### src/pdlb_pkg.sv
package pdlb_pkg;

  // Register word indices, byte address is index << 2 (each register one aligned word)
  localparam logic [7:0] ADDR_SEL_HI = 8'h06 << 2;
  localparam logic [7:0] IDX_SEL_HI = 8'h06;
  localparam logic [7:0] IDX_MID = 8'h07;
  localparam logic [7:0] IDX_LOW = 8'h08;
  localparam logic [7:0] IDX_CFG = 8'h09;
  localparam logic [7:0] IDX_STAT = 8'h0a;
  localparam logic [7:0] IDX_CHECK = 8'h0b;
  localparam logic [7:0] IDX_RESULT = 8'h0c;

  // Field positions in the first descriptor byte
  localparam int SUP_BIT = 7;
  localparam int USR_BIT = 6;
  localparam int COP_BIT = 5;
  localparam int FTH_BIT = 4;

  // Widths
  localparam int ADDR_W = 23;
  localparam int BOUND_W = 20;
  localparam int NDESC = 8;
  localparam int DSEL_W = 3;

  // Reset values
  localparam logic [3:0] SEL_RST_D0 = 4'hf;
  localparam logic [3:0] SEL_RST_DN = 4'h0;
  localparam logic [7:0] SEL_HI_RST = 8'hf0;

endpackage : pdlb_pkg

### src/pdlb_bound.sv
`timescale 1ns/1ps
// Lower-boundary field of one descriptor, with fixed bits
module pdlb_bound #(
  parameter int W = 20,
  parameter logic [W-1:0] RST = '0,
  parameter logic [W-1:0] WMASK = '1
) (
  // Clock and reset
  input wire logic pclk,
  input wire logic presetn,
  // Byte write strobes and data
  input wire logic [2:0] wr,
  input wire logic [7:0] wdata,
  // Stored boundary
  output logic [W-1:0] bound
);

  typedef struct packed {
    logic [W-1:0] b;
  } pdlb_bnd_s;

  pdlb_bnd_s st_q;
  pdlb_bnd_s st_d;
  logic [W-1:0] nv;

  ////////////////////////////////////////////////////////////////////////////
  // Merge byte writes; fixed bits keep their reset value
  always_comb
  begin
    nv = st_q.b;
    if (wr[0])
    begin
      nv[W-1:16] = wdata[3:0];
    end
    if (wr[1])
    begin
      nv[15:8] = wdata;
    end
    if (wr[2])
    begin
      nv[7:0] = wdata;
    end
    st_d.b = (nv & WMASK) | (RST & ~WMASK);
  end

  // Register
  always_ff @(posedge pclk or negedge presetn)
  begin
    if (!presetn)
    begin
      st_q.b <= RST;
    end
    else
    begin
      st_q <= st_d;
    end
  end

  assign bound = st_q.b;

endmodule : pdlb_bound

### src/pdlb_select.sv
`timescale 1ns/1ps
// Master-select nibble of one descriptor, with implemented-master masking
module pdlb_select #(
  parameter logic [3:0] IMPL = 4'hf,
  parameter logic [3:0] RST = 4'h0
) (
  // Clock and reset
  input wire logic pclk,
  input wire logic presetn,
  // Write port
  input wire logic wr,
  input wire logic [3:0] wdata,
  // Stored nibble
  output logic [3:0] sel
);

  typedef struct packed {
    logic [3:0] sel;
  } pdlb_sel_s;

  pdlb_sel_s st_q;
  pdlb_sel_s st_d;

  ////////////////////////////////////////////////////////////////////////////
  // Next state: absent masters never set
  always_comb
  begin
    st_d = st_q;
    if (wr)
    begin
      st_d.sel = wdata & IMPL;
    end
  end

  // Register, reset masked by presence
  always_ff @(posedge pclk or negedge presetn)
  begin
    if (!presetn)
    begin
      st_q.sel <= RST & IMPL;
    end
    else
    begin
      st_q <= st_d;
    end
  end

  assign sel = st_q.sel;

endmodule : pdlb_select

### src/pdlb_top.sv
// Register access over APB was left to the implementer.
`timescale 1ns/1ps
// Operation
// - Select bit 7 makes the descriptor apply to the supervisor CPU.
// - Select bit 6 applies it to the user CPU, settable only with user state.
// - Select bit 5 applies it to the coprocessor, settable only if present.
// - Select bit 4 applies it to the fourth master, if configured.
// - Several select bits may be set so one descriptor serves many masters.
// - A descriptor with no select bit set is disabled.
// - Select bits of absent masters ignore writes and read as zero.
// - First byte bits 3..0 hold boundary address bits 22..19.
// - Second byte holds boundary address bits 18..11.
// - Third byte holds boundary address bits 10..3.
// - Reset loads every boundary with the lowest covered address.
// - Reset sets masters 0..2 in descriptor 0 only, each when it is present.
// - Reset sets master 3 in descriptor 0 only, when it is present.
// - Boundary bits fixed by granularity and range ignore writes.
module pdlb_top #(
  parameter logic [3:0] MASTER_IMPL = 4'hf,
  parameter logic [19:0] RANGE_LOW = 20'h0_0000,
  parameter logic [19:0] BOUND_WMASK = 20'hf_ffff
) (
  // APB clock and reset
  input wire logic pclk,
  input wire logic presetn,
  // APB slave
  input wire logic psel,
  input wire logic penable,
  input wire logic pwrite,
  input wire logic [7:0] paddr,
  input wire logic [31:0] pwdata,
  output logic [31:0] prdata,
  output logic pready,
  output logic pslverr,
  // Access check request
  input wire logic [22:0] acc_addr,
  input wire logic [1:0] acc_master,
  // Per-descriptor results
  output logic [7:0] desc_hit,
  output logic [7:0] desc_active
);

  ////////////////////////////////////////////////////////////////////////////
  // State
  typedef struct packed {
    logic [2:0] dsel;
    logic [31:0] rdata;
    logic ready;
    logic err;
    logic [7:0] hit;
    logic [7:0] active;
  } pdlb_top_s;

  pdlb_top_s st_q;
  pdlb_top_s st_d;

  logic [3:0] sel [pdlb_pkg::NDESC];
  logic [19:0] bnd [pdlb_pkg::NDESC];
  logic [2:0] bnd_wr;
  logic setup;
  logic [5:0] idx;
  logic map_ok;

  ////////////////////////////////////////////////////////////////////////////
  // Address decode, taken in the setup cycle
  assign setup = psel && !penable;
  assign idx = paddr[7:2];
  always_comb
  begin
    map_ok = (paddr[1:0] == 2'b00) &&
      ({2'b00, idx} >= pdlb_pkg::IDX_SEL_HI) &&
      ({2'b00, idx} <= pdlb_pkg::IDX_LOW + 8'h01);
  end

  // Write strobes into the currently selected descriptor
  always_comb
  begin
    bnd_wr = 3'b000;
    if (setup && pwrite)
    begin
      if ({2'b00, idx} == pdlb_pkg::IDX_SEL_HI)
      begin
        bnd_wr[0] = 1'b1;
      end
      if ({2'b00, idx} == pdlb_pkg::IDX_MID)
      begin
        bnd_wr[1] = 1'b1;
      end
      if ({2'b00, idx} == pdlb_pkg::IDX_LOW)
      begin
        bnd_wr[2] = 1'b1;
      end
    end
  end

  ////////////////////////////////////////////////////////////////////////////
  // Descriptor storage
  genvar g;
  generate
    for (g = 0; g < pdlb_pkg::NDESC; g++)
    begin : g_desc
      logic mine;
      assign mine = (st_q.dsel == 3'(g));
      pdlb_select #(
        .IMPL(MASTER_IMPL),
        .RST((g == 0) ? pdlb_pkg::SEL_RST_D0 : pdlb_pkg::SEL_RST_DN)
      ) u_sel (
        .pclk(pclk),
        .presetn(presetn),
        .wr(mine && bnd_wr[0]),
        .wdata(pwdata[7:4]),
        .sel(sel[g])
      );
      pdlb_bound #(
        .W(pdlb_pkg::BOUND_W),
        .RST(RANGE_LOW),
        .WMASK(BOUND_WMASK)
      ) u_bnd (
        .pclk(pclk),
        .presetn(presetn),
        .wr(mine ? bnd_wr : 3'b000),
        .wdata(pwdata[7:0]),
        .bound(bnd[g])
      );
    end
  endgenerate

  ////////////////////////////////////////////////////////////////////////////
  // Bus response, descriptor pointer and access check
  always_comb
  begin
    logic [3:0] s;
    logic [22:0] lo;
    s = 4'h0;
    lo = '0;
    st_d = st_q;
    st_d.ready = setup;
    st_d.err = setup && !map_ok;
    if (setup && !pwrite)
    begin
      st_d.rdata = 32'h0000_0000;
      case ({2'b00, idx})
        pdlb_pkg::IDX_SEL_HI:
        begin
          st_d.rdata[7:0] = {sel[st_q.dsel], bnd[st_q.dsel][19:16]};
        end
        pdlb_pkg::IDX_MID:
        begin
          st_d.rdata[7:0] = bnd[st_q.dsel][15:8];
        end
        pdlb_pkg::IDX_LOW:
        begin
          st_d.rdata[7:0] = bnd[st_q.dsel][7:0];
        end
        pdlb_pkg::IDX_CFG:
        begin
          st_d.rdata[2:0] = st_q.dsel;
        end
        default:
        begin
          st_d.rdata = 32'h0000_0000;
        end
      endcase
    end
    else if (setup)
    begin
      st_d.rdata = 32'h0000_0000;
      if ({2'b00, idx} == pdlb_pkg::IDX_CFG)
      begin
        st_d.dsel = pwdata[2:0];
      end
    end
    for (int i = 0; i < pdlb_pkg::NDESC; i++)
    begin
      s = sel[i];
      lo = {bnd[i], 3'b000};
      st_d.active[i] = |s;
      // One bit per master; any set bit serves its master
      st_d.hit[i] = s[3 - acc_master] && (acc_addr >= lo);
    end
  end

  // State register
  always_ff @(posedge pclk or negedge presetn)
  begin
    if (!presetn)
    begin
      st_q <= '0;
    end
    else
    begin
      st_q <= st_d;
    end
  end

  ////////////////////////////////////////////////////////////////////////////
  // Outputs from flip-flops
  assign prdata = st_q.rdata;
  assign pready = st_q.ready;
  assign pslverr = st_q.err;
  assign desc_hit = st_q.hit;
  assign desc_active = st_q.active;

endmodule : pdlb_top

### config.mk
export PLATFORM = sky130hd
export DESIGN_NAME = pdlb_top
export DESIGN_NICKNAME = d
export VERILOG_FILES = /design/src/pdlb_pkg.sv /design/src/pdlb_bound.sv /design/src/pdlb_select.sv /design/src/pdlb_top.sv
export SDC_FILE = /design/constraint.sdc
export NUM_CORES = 1
export LEC_CHECK = 0
export ABC_AREA = 1
export BUFFER_PORTS_ARGS = -buffer_cell sky130_fd_sc_hd__buf_2
export CELL_PAD_IN_SITES_DETAIL_PLACEMENT = 0
export CELL_PAD_IN_SITES_GLOBAL_PLACEMENT = 1
export CORE_MARGIN = 3
export CORE_UTILIZATION = 48
export DETAILED_ROUTE_END_ITERATION = 12
export GPL_ROUTABILITY_DRIVEN = 1
export GPL_TIMING_DRIVEN = 0
export HOLD_SLACK_MARGIN = 0.08
export PLACE_DENSITY = 0.94
export SETUP_SLACK_MARGIN = 0.5
export SLEW_MARGIN = 15
export SYNTH_ARGS = -nofsm -noshare
export SYNTH_HDL_FRONTEND = slang
export SYNTH_SLANG_ARGS = --single-unit
### constraint.sdc
create_clock -name pclk -period 3.7 [get_ports pclk]
set_input_delay 0.185 -clock pclk [delete_from_list [all_inputs] [get_ports pclk]]
set_output_delay 0.185 -clock pclk [all_outputs]
set_load 0.02 [all_outputs]
==> results.txt, run 1 <==
----------------------------------------------------
[Timing]
  Time the final worst path needs with I/O delays and setup ... ~3.1 ns
  Transition time of the tightest slew-check pin ... 1.25 ns
  Count of pins over their slew limit ... 0
  Final worst hold slack ... approximately 0.091 ns
  Unrepaired setup endpoints after global routing ... no
  Setup clock skew after layout ... around 0.010 ns
  Count of final setup violators ... 0
  Max Freq ... ~0.32 GHz
  Slew margin rel. ... approximately 17%
  Final number of hold-violating endpoints ... 0
  Final clock period utilization by the worst path ... 83.3%

[Detailed routing]
  Number of vias per cell after detailed routing ... 5.58
  Mean routed wirelength per cell ... 20.6 um
  Routed vias ... between 10000 and 15000
  Drt first-iter violations ... between 1000 and 1500
  Number of nets still failing antenna checks after routing ... 0
  Number of remaining DRC errors ... 0
  Drt total wl ... 50900 um
  DR pass1 iterations ... 6

[Synthesis]
  Area share of the leading cell type in the synthesized netlist ... between 30% and 40%
  Register bit total from synthesis ... roughly 220
  Largest family of logic cells by synthesized area ... simple AND/OR/NAND/NOR gates
  Post-synthesis adder-cell area fraction ... 13.9%
  Multiplexer fraction of the synthesized cell area ... 0%
  Cell taking the most area after synthesis ... sky130_fd_sc_hd__dfrtp_1
  Leading post-synthesis cells by cell area ... sky130_fd_sc_hd__dfrtp_1 38%, sky130_fd_sc_hd__ha_1 14%, sky130_fd_sc_hd__nand2_1 13%
  Share of synthesized cell area in and, or, nand and nor gates ... 22.9%
  Number of instances in the synthesized netlist ... 1937
  Xor/xnor cell area share of the yosys netlist ... 0%
  Synth cell types ... 31
  Post-synthesis compound-gate area fraction ... between 10% and 20%
  Portion of the post-synthesis area used by sequential elements ... 38.3%
  Synthesis warning total ... 0
  Synthesized area divided by synthesized cell count ... 7.46 sq um
  Post-synthesis cell area ... about 0.014 sq mm

[Floorplan]
  I/O pin total ... 120
  Die X-Extent ... roughly 180 um
  Core Box Area ... 0.0292 sq mm
  Placement row count ... 62
  Die area ... approximately 0.032 sq mm
  Starting Density ... 49.5%
  Die Span Y ... around 180 um

[Cells and area]
  Area grow syn2layout ... 13.6%
  Fin nets ... around 2300
  Top library cells by usage in the layout, fill and taps aside ... 508 x sky130_fd_sc_hd__nand2_1, 254 x sky130_fd_sc_hd__o21ai_0, 230 x sky130_fd_sc_hd__inv_1, 217 x sky130_fd_sc_hd__dfrtp_1, 175 x sky130_fd_sc_hd__nor2_1
  Core Util, Final ... ~56%
  Most common library cell in the layout ignoring fill and taps ... sky130_fd_sc_hd__nand2_1
  Ratio of cells with drive above 1 in the final layout ... about a tenth
  Layout Cell Area excl Fill ... approximately 0.016 sq mm
  Finished Layout Cells ... 2474

[Global route]
  First-pass GRT wire length ... approximately 77000 um
  Global route overflow ... 0
  Combined global-route utilization of all metal layers ... a little under a third
  Via count of the first global-routing pass ... 13031
  Number of antenna violations at the first check in global routing ... 1
  Pin count of the biggest net entering global routing ... about 100

[Clocking]
  Root Buffer ... sky130_fd_sc_hd__clkbuf_16
  Deepest level of the CTS H-tree ... 1
  Buffer depth of the longest clock path ... 3
  Clock edge transition at the registers on the reported setup and hold paths ... 0.06 ns
  Clock tree from TritonCTS ... yes
  Total number of clock tree sinks ... 221
  Num CTS Buffers ... 26
  Clock network latency to the later pin of the worst-skew pair ... approximately 0.54 ns

[Worst setup path]
  Buffers and inverters on the worst path ... 2
  Highest cell delay on the worst timing path ... roughly 0.63 ns
  Crit path arrival time ... approximately 3.5 ns
  Startpoint type of the worst setup path ... flip-flop
  Cell occurring most often along the worst timing path ... sky130_fd_sc_hd__nand2_1
  Kind of critical path ... flip-flop to flip-flop
  Cell with the biggest individual delay on the critical path ... sky130_fd_sc_hd__clkbuf_1
  Kind of end point of the critical path ... flip-flop
  Worst path required time ... roughly 4.1 ns
  List of cells traversed by the critical path ... clkbuf_1, clkbuf_1, o21ai_0, nand2_1, nand3_1, nand3_1, nand2_1, o21ai_0, nand2_1
  Category of cells accounting for the largest share of critical-path delay ... buffers and inverters
  Top fanout value on the critical path ... 10

[Power]
  Switching power of the nets ... around 1.6 mW
  Switching power as a share of total power ... 26.9%
  IR Drop Worst-Case VDD ... approximately 0.00031 V
  Internal power component ... about 4.3 mW
  Leak pwr ... approximately 7.6 nW
  Power density over the cells ... roughly 360 mW/mm^2
  Logic gate share of total power ... between 10% and 20%
  Clock network power share ... between 40% and 50%
  Relative contribution of sequential cells to total power ... a little over two fifths
  Total power of the final layout ... 5.87 mW

[Placed design]
  Port Buf Inserts ... 71
  Detailed placer's ending HPWL ... between 30000 and 40000 um
  RD Place Congestion ... 1.03
  Cell Area, Placed ... about 0.015 sq mm
  Number of cells in the design after placement ... between 2000 and 2500

[Job]
  Count of maximum capacitance violations ... 0

[Hold path]
  Type of the most critical hold path ... input port to async pin

[Run status]
  Status ... finished, final reports clean

----------------------------------------------------
## cell usage after synthesis
cell	number
sky130_fd_sc_hd__ha_1	160
sky130_fd_sc_hd__o21ai_0	254
sky130_fd_sc_hd__buf_1	5
sky130_fd_sc_hd__dfrtp_1	217
sky130_fd_sc_hd__nor3_4	2
sky130_fd_sc_hd__a22oi_1	1
sky130_fd_sc_hd__a21oi_1	120
sky130_fd_sc_hd__dfstp_2	4
sky130_fd_sc_hd__conb_1	1
sky130_fd_sc_hd__nand2_1	508
sky130_fd_sc_hd__a21o_1	1
sky130_fd_sc_hd__inv_2	1
sky130_fd_sc_hd__and3_1	2
sky130_fd_sc_hd__inv_1	230
sky130_fd_sc_hd__o211ai_1	3
sky130_fd_sc_hd__nand3_1	95
sky130_fd_sc_hd__or4_1	1
sky130_fd_sc_hd__nor2_4	1
sky130_fd_sc_hd__o22ai_1	1
sky130_fd_sc_hd__a21boi_0	1
sky130_fd_sc_hd__o21a_1	5
sky130_fd_sc_hd__buf_4	48
sky130_fd_sc_hd__nor2_1	175
sky130_fd_sc_hd__buf_6	16
sky130_fd_sc_hd__nand4_1	23
sky130_fd_sc_hd__nor3_1	5
sky130_fd_sc_hd__nor2_2	1
sky130_fd_sc_hd__buf_2	15
sky130_fd_sc_hd__clkinv_1	1
sky130_fd_sc_hd__nor3b_1	4
sky130_fd_sc_hd__clkbuf_1	36
## cell type report
class                   instances  area, sq um
clock inverters                 6         86.3
plain buffers                 120          769
well taps                     384          480
clock buffers                  42          812
flip-flops and latches        221         5540
diodes                          1         2.50
repair buffers                 81          500
fillers                      2831        12700
inverters                     232          871
multi-input cells            1387         7360
## registers in the layout (all words and copies together), names as in the netlist
signal	count
g_desc.u_bnd.bound	160
g_desc.u_sel.sel	32
desc_active	8
desc_hit	8
prdata	8
st_q	3
pready	1
pslverr	1
## through the flow
stage	setup TNS [ns]	setup slack, ns
6_report	0	0.618
5_1_grt	0	0.598
4_1_cts	0	0.805
3_5_place_dp	0	0.827
3_3_place_gp	-316.45	-1.48
2_1_floorplan	0	2.16
## power by group through the flow
stage	logic, mW	registers [mW]	clock network, mW
6_report	0.723	2.46	2.69
5_1_grt	0.793	2.46	2.81
4_1_cts	0.712	2.46	2.70
3_5_place_dp	0.702	2.50	0
3_3_place_gp	0.671	2.50	0
2_1_floorplan	0.379	2.50	0
## cell families (layout without fill, tap and decap cells)
family | count (synthesis) | count (layout)
flip-flops | 221 | 221
other | 1 | 25
AO/OA/AOI/OAI | 386 | 386
AND/OR/NAND/NOR | 817 | 817
adder cells (fa/ha/maj) | 160 | 160
buffers and inverters | 352 | 481
## layer usage
metal	wire length, um	share of wire (%)	global-route usage (%)	vias to the layer above
li1	-	-	-	6487
met1	20700	41	42.0	6505
met2	22300	44	48.3	683
met3	5010	9.8	5.74	137
met4	2860	5.6	13.9	0
met5	0	0	0	-
## path summary, 6_finish.rpt
check                                                  to  cells past startpoint  startpoint  slack (ns)
worst max-delay path                            prdata[1]                      9    st_q[50]        0.62
worst min-delay path             g_desc[1].u_bnd.bound[7]                      2     presetn        0.09
worst max register to register                  prdata[1]                      9    st_q[50]        0.62
worst min register to register                  prdata[4]                      2   prdata[4]        0.48
max in group asynchronous       g_desc[2].u_bnd.bound[18]                      3     presetn        2.79
min in group pclk               g_desc[0].u_bnd.bound[12]                      3   pwdata[4]        0.10
## timing repair
item / in CTS / in global routing
buffers inserted: 0 / 0
hold buffers: 8 / 0
resized for setup: 0 / 0
hold endpoints to repair: 227 / 0
Power figures use the tool's default switching activity.
==> inputs of run 2 (changes only) <==
ABC_AREA = 0   (was 1)
CORE_UTILIZATION = 50   (was 48)
PLACE_DENSITY = 0.9   (was 0.94)
clock period = 3.05 ns   (was 3.7 ns; I/O delays follow)
==> run 2 against run 1 <==
  * Die area is 2.7% lower
  * Utilization is 2.2 points higher
  * Clock power is 12% higher
  * Global-route usage is 3.6 points lower
  * Sequential share of layout area is 0.28 points lower
  * Count of clock-buffer cells in the layout is 1 lower
  * First-iteration DRC count is 44% lower
  * Critical path type unchanged
  * Critical endpoint is now desc_hit[7]
==> results.txt, run 2 <==
----------------------------------------------------
[Run status]
  Status ... finished, final reports clean

[Worst setup path]
  Critical R2R Launch ... g_desc[7].u_bnd.bound[13]
  Kind of critical path ... flip-flop to flip-flop
  Startpoint type of the worst setup path ... flip-flop
  Kind of end point of the critical path ... flip-flop
  Worst path required time ... between 3 and 4 ns
  Top fanout value on the critical path ... 3
  Crit path arrival time ... 2.94 ns
  Register-to-Register Path Depth ... 6
  FF-to-FF setup slack ... 0.58 ns
  Crit Reg-Reg Endpoint ... desc_hit[7]

[Cells and area]
  Ratio of cells with drive above 1 in the final layout ... between 30 and 40%
  Area grow syn2layout ... 13.2%
  Layout Cell Area excl Fill ... approximately 0.017 sq mm
  Max reg flops ... 160
  Filler cells ... 2340
  Fin nets ... 1600
  Most common library cell in the layout ignoring fill and taps ... sky130_fd_sc_hd__dfrtp_1
  Top library cells by usage in the layout, fill and taps aside ... 217 x sky130_fd_sc_hd__dfrtp_1, 177 x sky130_fd_sc_hd__mux2_2, 162 x sky130_fd_sc_hd__inv_1, 160 x sky130_fd_sc_hd__ha_1, 72 x sky130_fd_sc_hd__buf_2
  Ant diodes ... 0

[Clocking]
  Total number of clock tree sinks ... between 200 and 250
  Root Buffer ... sky130_fd_sc_hd__clkbuf_16
  Num CTS Buffers ... 25
  Clock tree from TritonCTS ... yes
  Buffer depth of the longest clock path ... 3
  Clock network latency to the later pin of the worst-skew pair ... 0.55 ns
  Deepest level of the CTS H-tree ... 1
  Clock edge transition at the registers on the reported setup and hold paths ... 0.06 ns

[Hold path]
  Source of the worst hold timing path ... pwrite
  Endpoint with the worst hold slack ... st_q[51]
  Number of cells on the worst hold path ... 3
  Type of the most critical hold path ... input port to flip-flop

[Global route]
  Pin count of the biggest net entering global routing ... 97
  Global route overflow ... 0
  First-pass GRT wire length ... around 64000 um
  Via count of the first global-routing pass ... about 11000
  Combined global-route utilization of all metal layers ... between 20% and 30%
  Number of antenna violations at the first check in global routing ... 0

[Floorplan]
  Core Box Area ... between 0.02 and 0.03 sq mm
  Die Span Y ... between 150 and 200 um
  I/O pin total ... 120
  Die area ... 0.0313 sq mm
  Die X-Extent ... ~180 um
  Placement row count ... 61
  Starting Density ... 51.7%

[Timing]
  Sum Neg Setup Slack ... 0 ns
  Count of final setup violators ... 0
  Count of pins over their slew limit ... 0
  Transition time of the tightest slew-check pin ... around 0.94 ns
  Final number of hold-violating endpoints ... 0
  Time the final worst path needs with I/O delays and setup ... approximately 2.5 ns
  Final worst hold slack ... around 0.13 ns
  Slew margin rel. ... roughly 37%
  Max Freq ... a little over 0.4 GHz
  Final clock period utilization by the worst path ... ~81%
  Setup clock skew after layout ... between 0.015 and 0.02 ns
  Unrepaired setup endpoints after global routing ... no

[Placed design]
  Cell Area, Placed ... 0.0156 sq mm
  RD Place Congestion ... 0.976
  Port Buf Inserts ... between 60 and 70
  Detailed placer's ending HPWL ... 30800 um

[Power]
  Leak pwr ... 7.85 nW
  Total power of the final layout ... 6.76 mW
  Power density over the cells ... 409 mW/mm^2
  IR Drop Worst-Case VDD ... about 0.00035 V

[Synthesis]
  Portion of the post-synthesis area used by sequential elements ... between 30 and 40%
  List of most frequent post-synthesis cells ... 217 x sky130_fd_sc_hd__dfrtp_1, 177 x sky130_fd_sc_hd__mux2_2, 162 x sky130_fd_sc_hd__inv_1, 160 x sky130_fd_sc_hd__ha_1, 55 x sky130_fd_sc_hd__buf_4
  Synthesized area divided by synthesized cell count ... 11.9 sq um
  Cell taking the most area after synthesis ... sky130_fd_sc_hd__dfrtp_1
  Most instantiated flip-flop cell in the synthesis netlist ... sky130_fd_sc_hd__dfrtp_1
  Register bit total from synthesis ... about 220
  Synth cell types ... 66
  Fraction of synthesis flops using an asynchronous set or reset pin ... 100%
  Post-synthesis cell area ... ~0.015 sq mm
  Leading post-synthesis cells by cell area ... sky130_fd_sc_hd__dfrtp_1 37%, sky130_fd_sc_hd__ha_1 14%, sky130_fd_sc_hd__mux2_2 14%
  Number of instances in the synthesized netlist ... about 1200
  Post-synth EDFFs ... 0
  Most common cell in the netlist ... sky130_fd_sc_hd__dfrtp_1
  Synthesis warning total ... 0
  Area share of the leading cell type in the synthesized netlist ... 37.1%

[Detailed routing]
  Drt total wl ... 42200 um
  Drt first-iter violations ... a little under 800
  Number of vias per cell after detailed routing ... approximately 5.9
  DR pass1 iterations ... 8
  Number of remaining DRC errors ... 0
  Mean routed wirelength per cell ... ~24 um
  Number of nets still failing antenna checks after routing ... 0
  Routed vias ... approximately 10000

[Job]
  Count of maximum capacitance violations ... 0

----------------------------------------------------
## run 2: cell types whose count changed after synthesis, moves of 43 or more
cell	previous run	this run
sky130_fd_sc_hd__nand2_1	508	26
sky130_fd_sc_hd__o21ai_0	254	23
sky130_fd_sc_hd__mux2_2	0	177
sky130_fd_sc_hd__nor2_1	175	18
sky130_fd_sc_hd__nand3_1	95	7
sky130_fd_sc_hd__a21oi_1	120	52
sky130_fd_sc_hd__inv_1	230	162
sky130_fd_sc_hd__mux4_2	0	47
sky130_fd_sc_hd__a21o_1	1	44
## run 2: power breakdown
| part | internal [mW] | switching, mW |
|---|---|---|
| sequential | 2.96 | 0.0181 |
| clock | 1.77 | 1.23 |
| combinational | 0.299 | 0.492 |
| total | 5.03 | 1.74 |
## run 2: how the worst max path moves through the flow
stage | cells after the start | endpoint | slack [ns] | start
final | 6 | desc_hit[7] | 0.58 | g_desc[7].u_bnd.bound[13]
after global routing | 6 | desc_hit[7] | 0.58 | g_desc[7].u_bnd.bound[19]
after CTS | 7 | desc_hit[0] | 0.60 | g_desc[0].u_bnd.bound[9]
after detailed placement | 7 | desc_hit[0] | 0.33 | acc_addr[3]
after global placement | 1 | g_desc[3].u_bnd.bound[4] | -2.00 | presetn
after floorplan | 6 | desc_hit[7] | 1.16 | g_desc[7].u_bnd.bound[13]
## run 2: kinds of logic (layout without fill, tap and decap cells)
logic type | Yosys count | count (layout) | share of synthesized area, %
muxes | 265 | 265 | 25.1
buffers and inverters | 252 | 384 | 8.38
DFF | 221 | 221 | 37.8
AOI/OAI and AO/OA | 177 | 177 | 8.02
adders and majority gates | 160 | 160 | 13.7
and+or+nand+nor | 158 | 158 | 6.97
other | 1 | 24 | 0.0256
## run 2: repair_timing
item / 4_1_cts / 5_1_grt
endpoints found under the setup margin: 1 / 0
endpoints found under the hold margin: 258 / 0
hold buffers: 15 / 0
gates resized for setup: 1 / 0
buffers inserted: 0 / 0
## run 2: critical path, cell delays in order, from the launching register on
cell and delay (ns):
sky130_fd_sc_hd__dfrtp_1 0.39, sky130_fd_sc_hd__inv_1 0.06, sky130_fd_sc_hd__ha_1 0.28, sky130_fd_sc_hd__and4_1 0.22
sky130_fd_sc_hd__or4b_2 0.65, sky130_fd_sc_hd__nor4_1 0.56, sky130_fd_sc_hd__o31a_1 0.23
## run 2: routing by layer
metal	GRT usage (%)	vias to the layer above	routed length, um
li1	-	4678	-
met1	35.2	5319	17100
met2	44.8	376	20200
met3	5.49	113	2950
met4	12.1	0	1970
met5	0	-	0
## run 2: through the flow
| step | std cells | setup WS (ns) | util, % |
|---|---|---|---|
| after floorplan | 1257 | 1.16 | - |
| after global placement | 1704 | -2.00 | 54.8 |
| after detailed placement | 1706 | 0.332 | 55.1 |
| after CTS | 1767 | 0.596 | 58.5 |
| after global routing | 1767 | 0.583 | 58.5 |
| final | 1767 | 0.576 | 58.5 |
## run 2: area by class of cell
class / instances / area [sq um] / area share, %
inverters: 163 / 612 / 3.70
clock inverters: 5 / 53.8 / 0.325
clock buffers: 41 / 756 / 4.56
plain buffers: 89 / 614 / 3.71
flip-flops and latches: 221 / 5540 / 33.4
well taps: 378 / 473 / 2.86
repair buffers: 86 / 561 / 3.39
multi-input cells: 784 / 7950 / 48.0
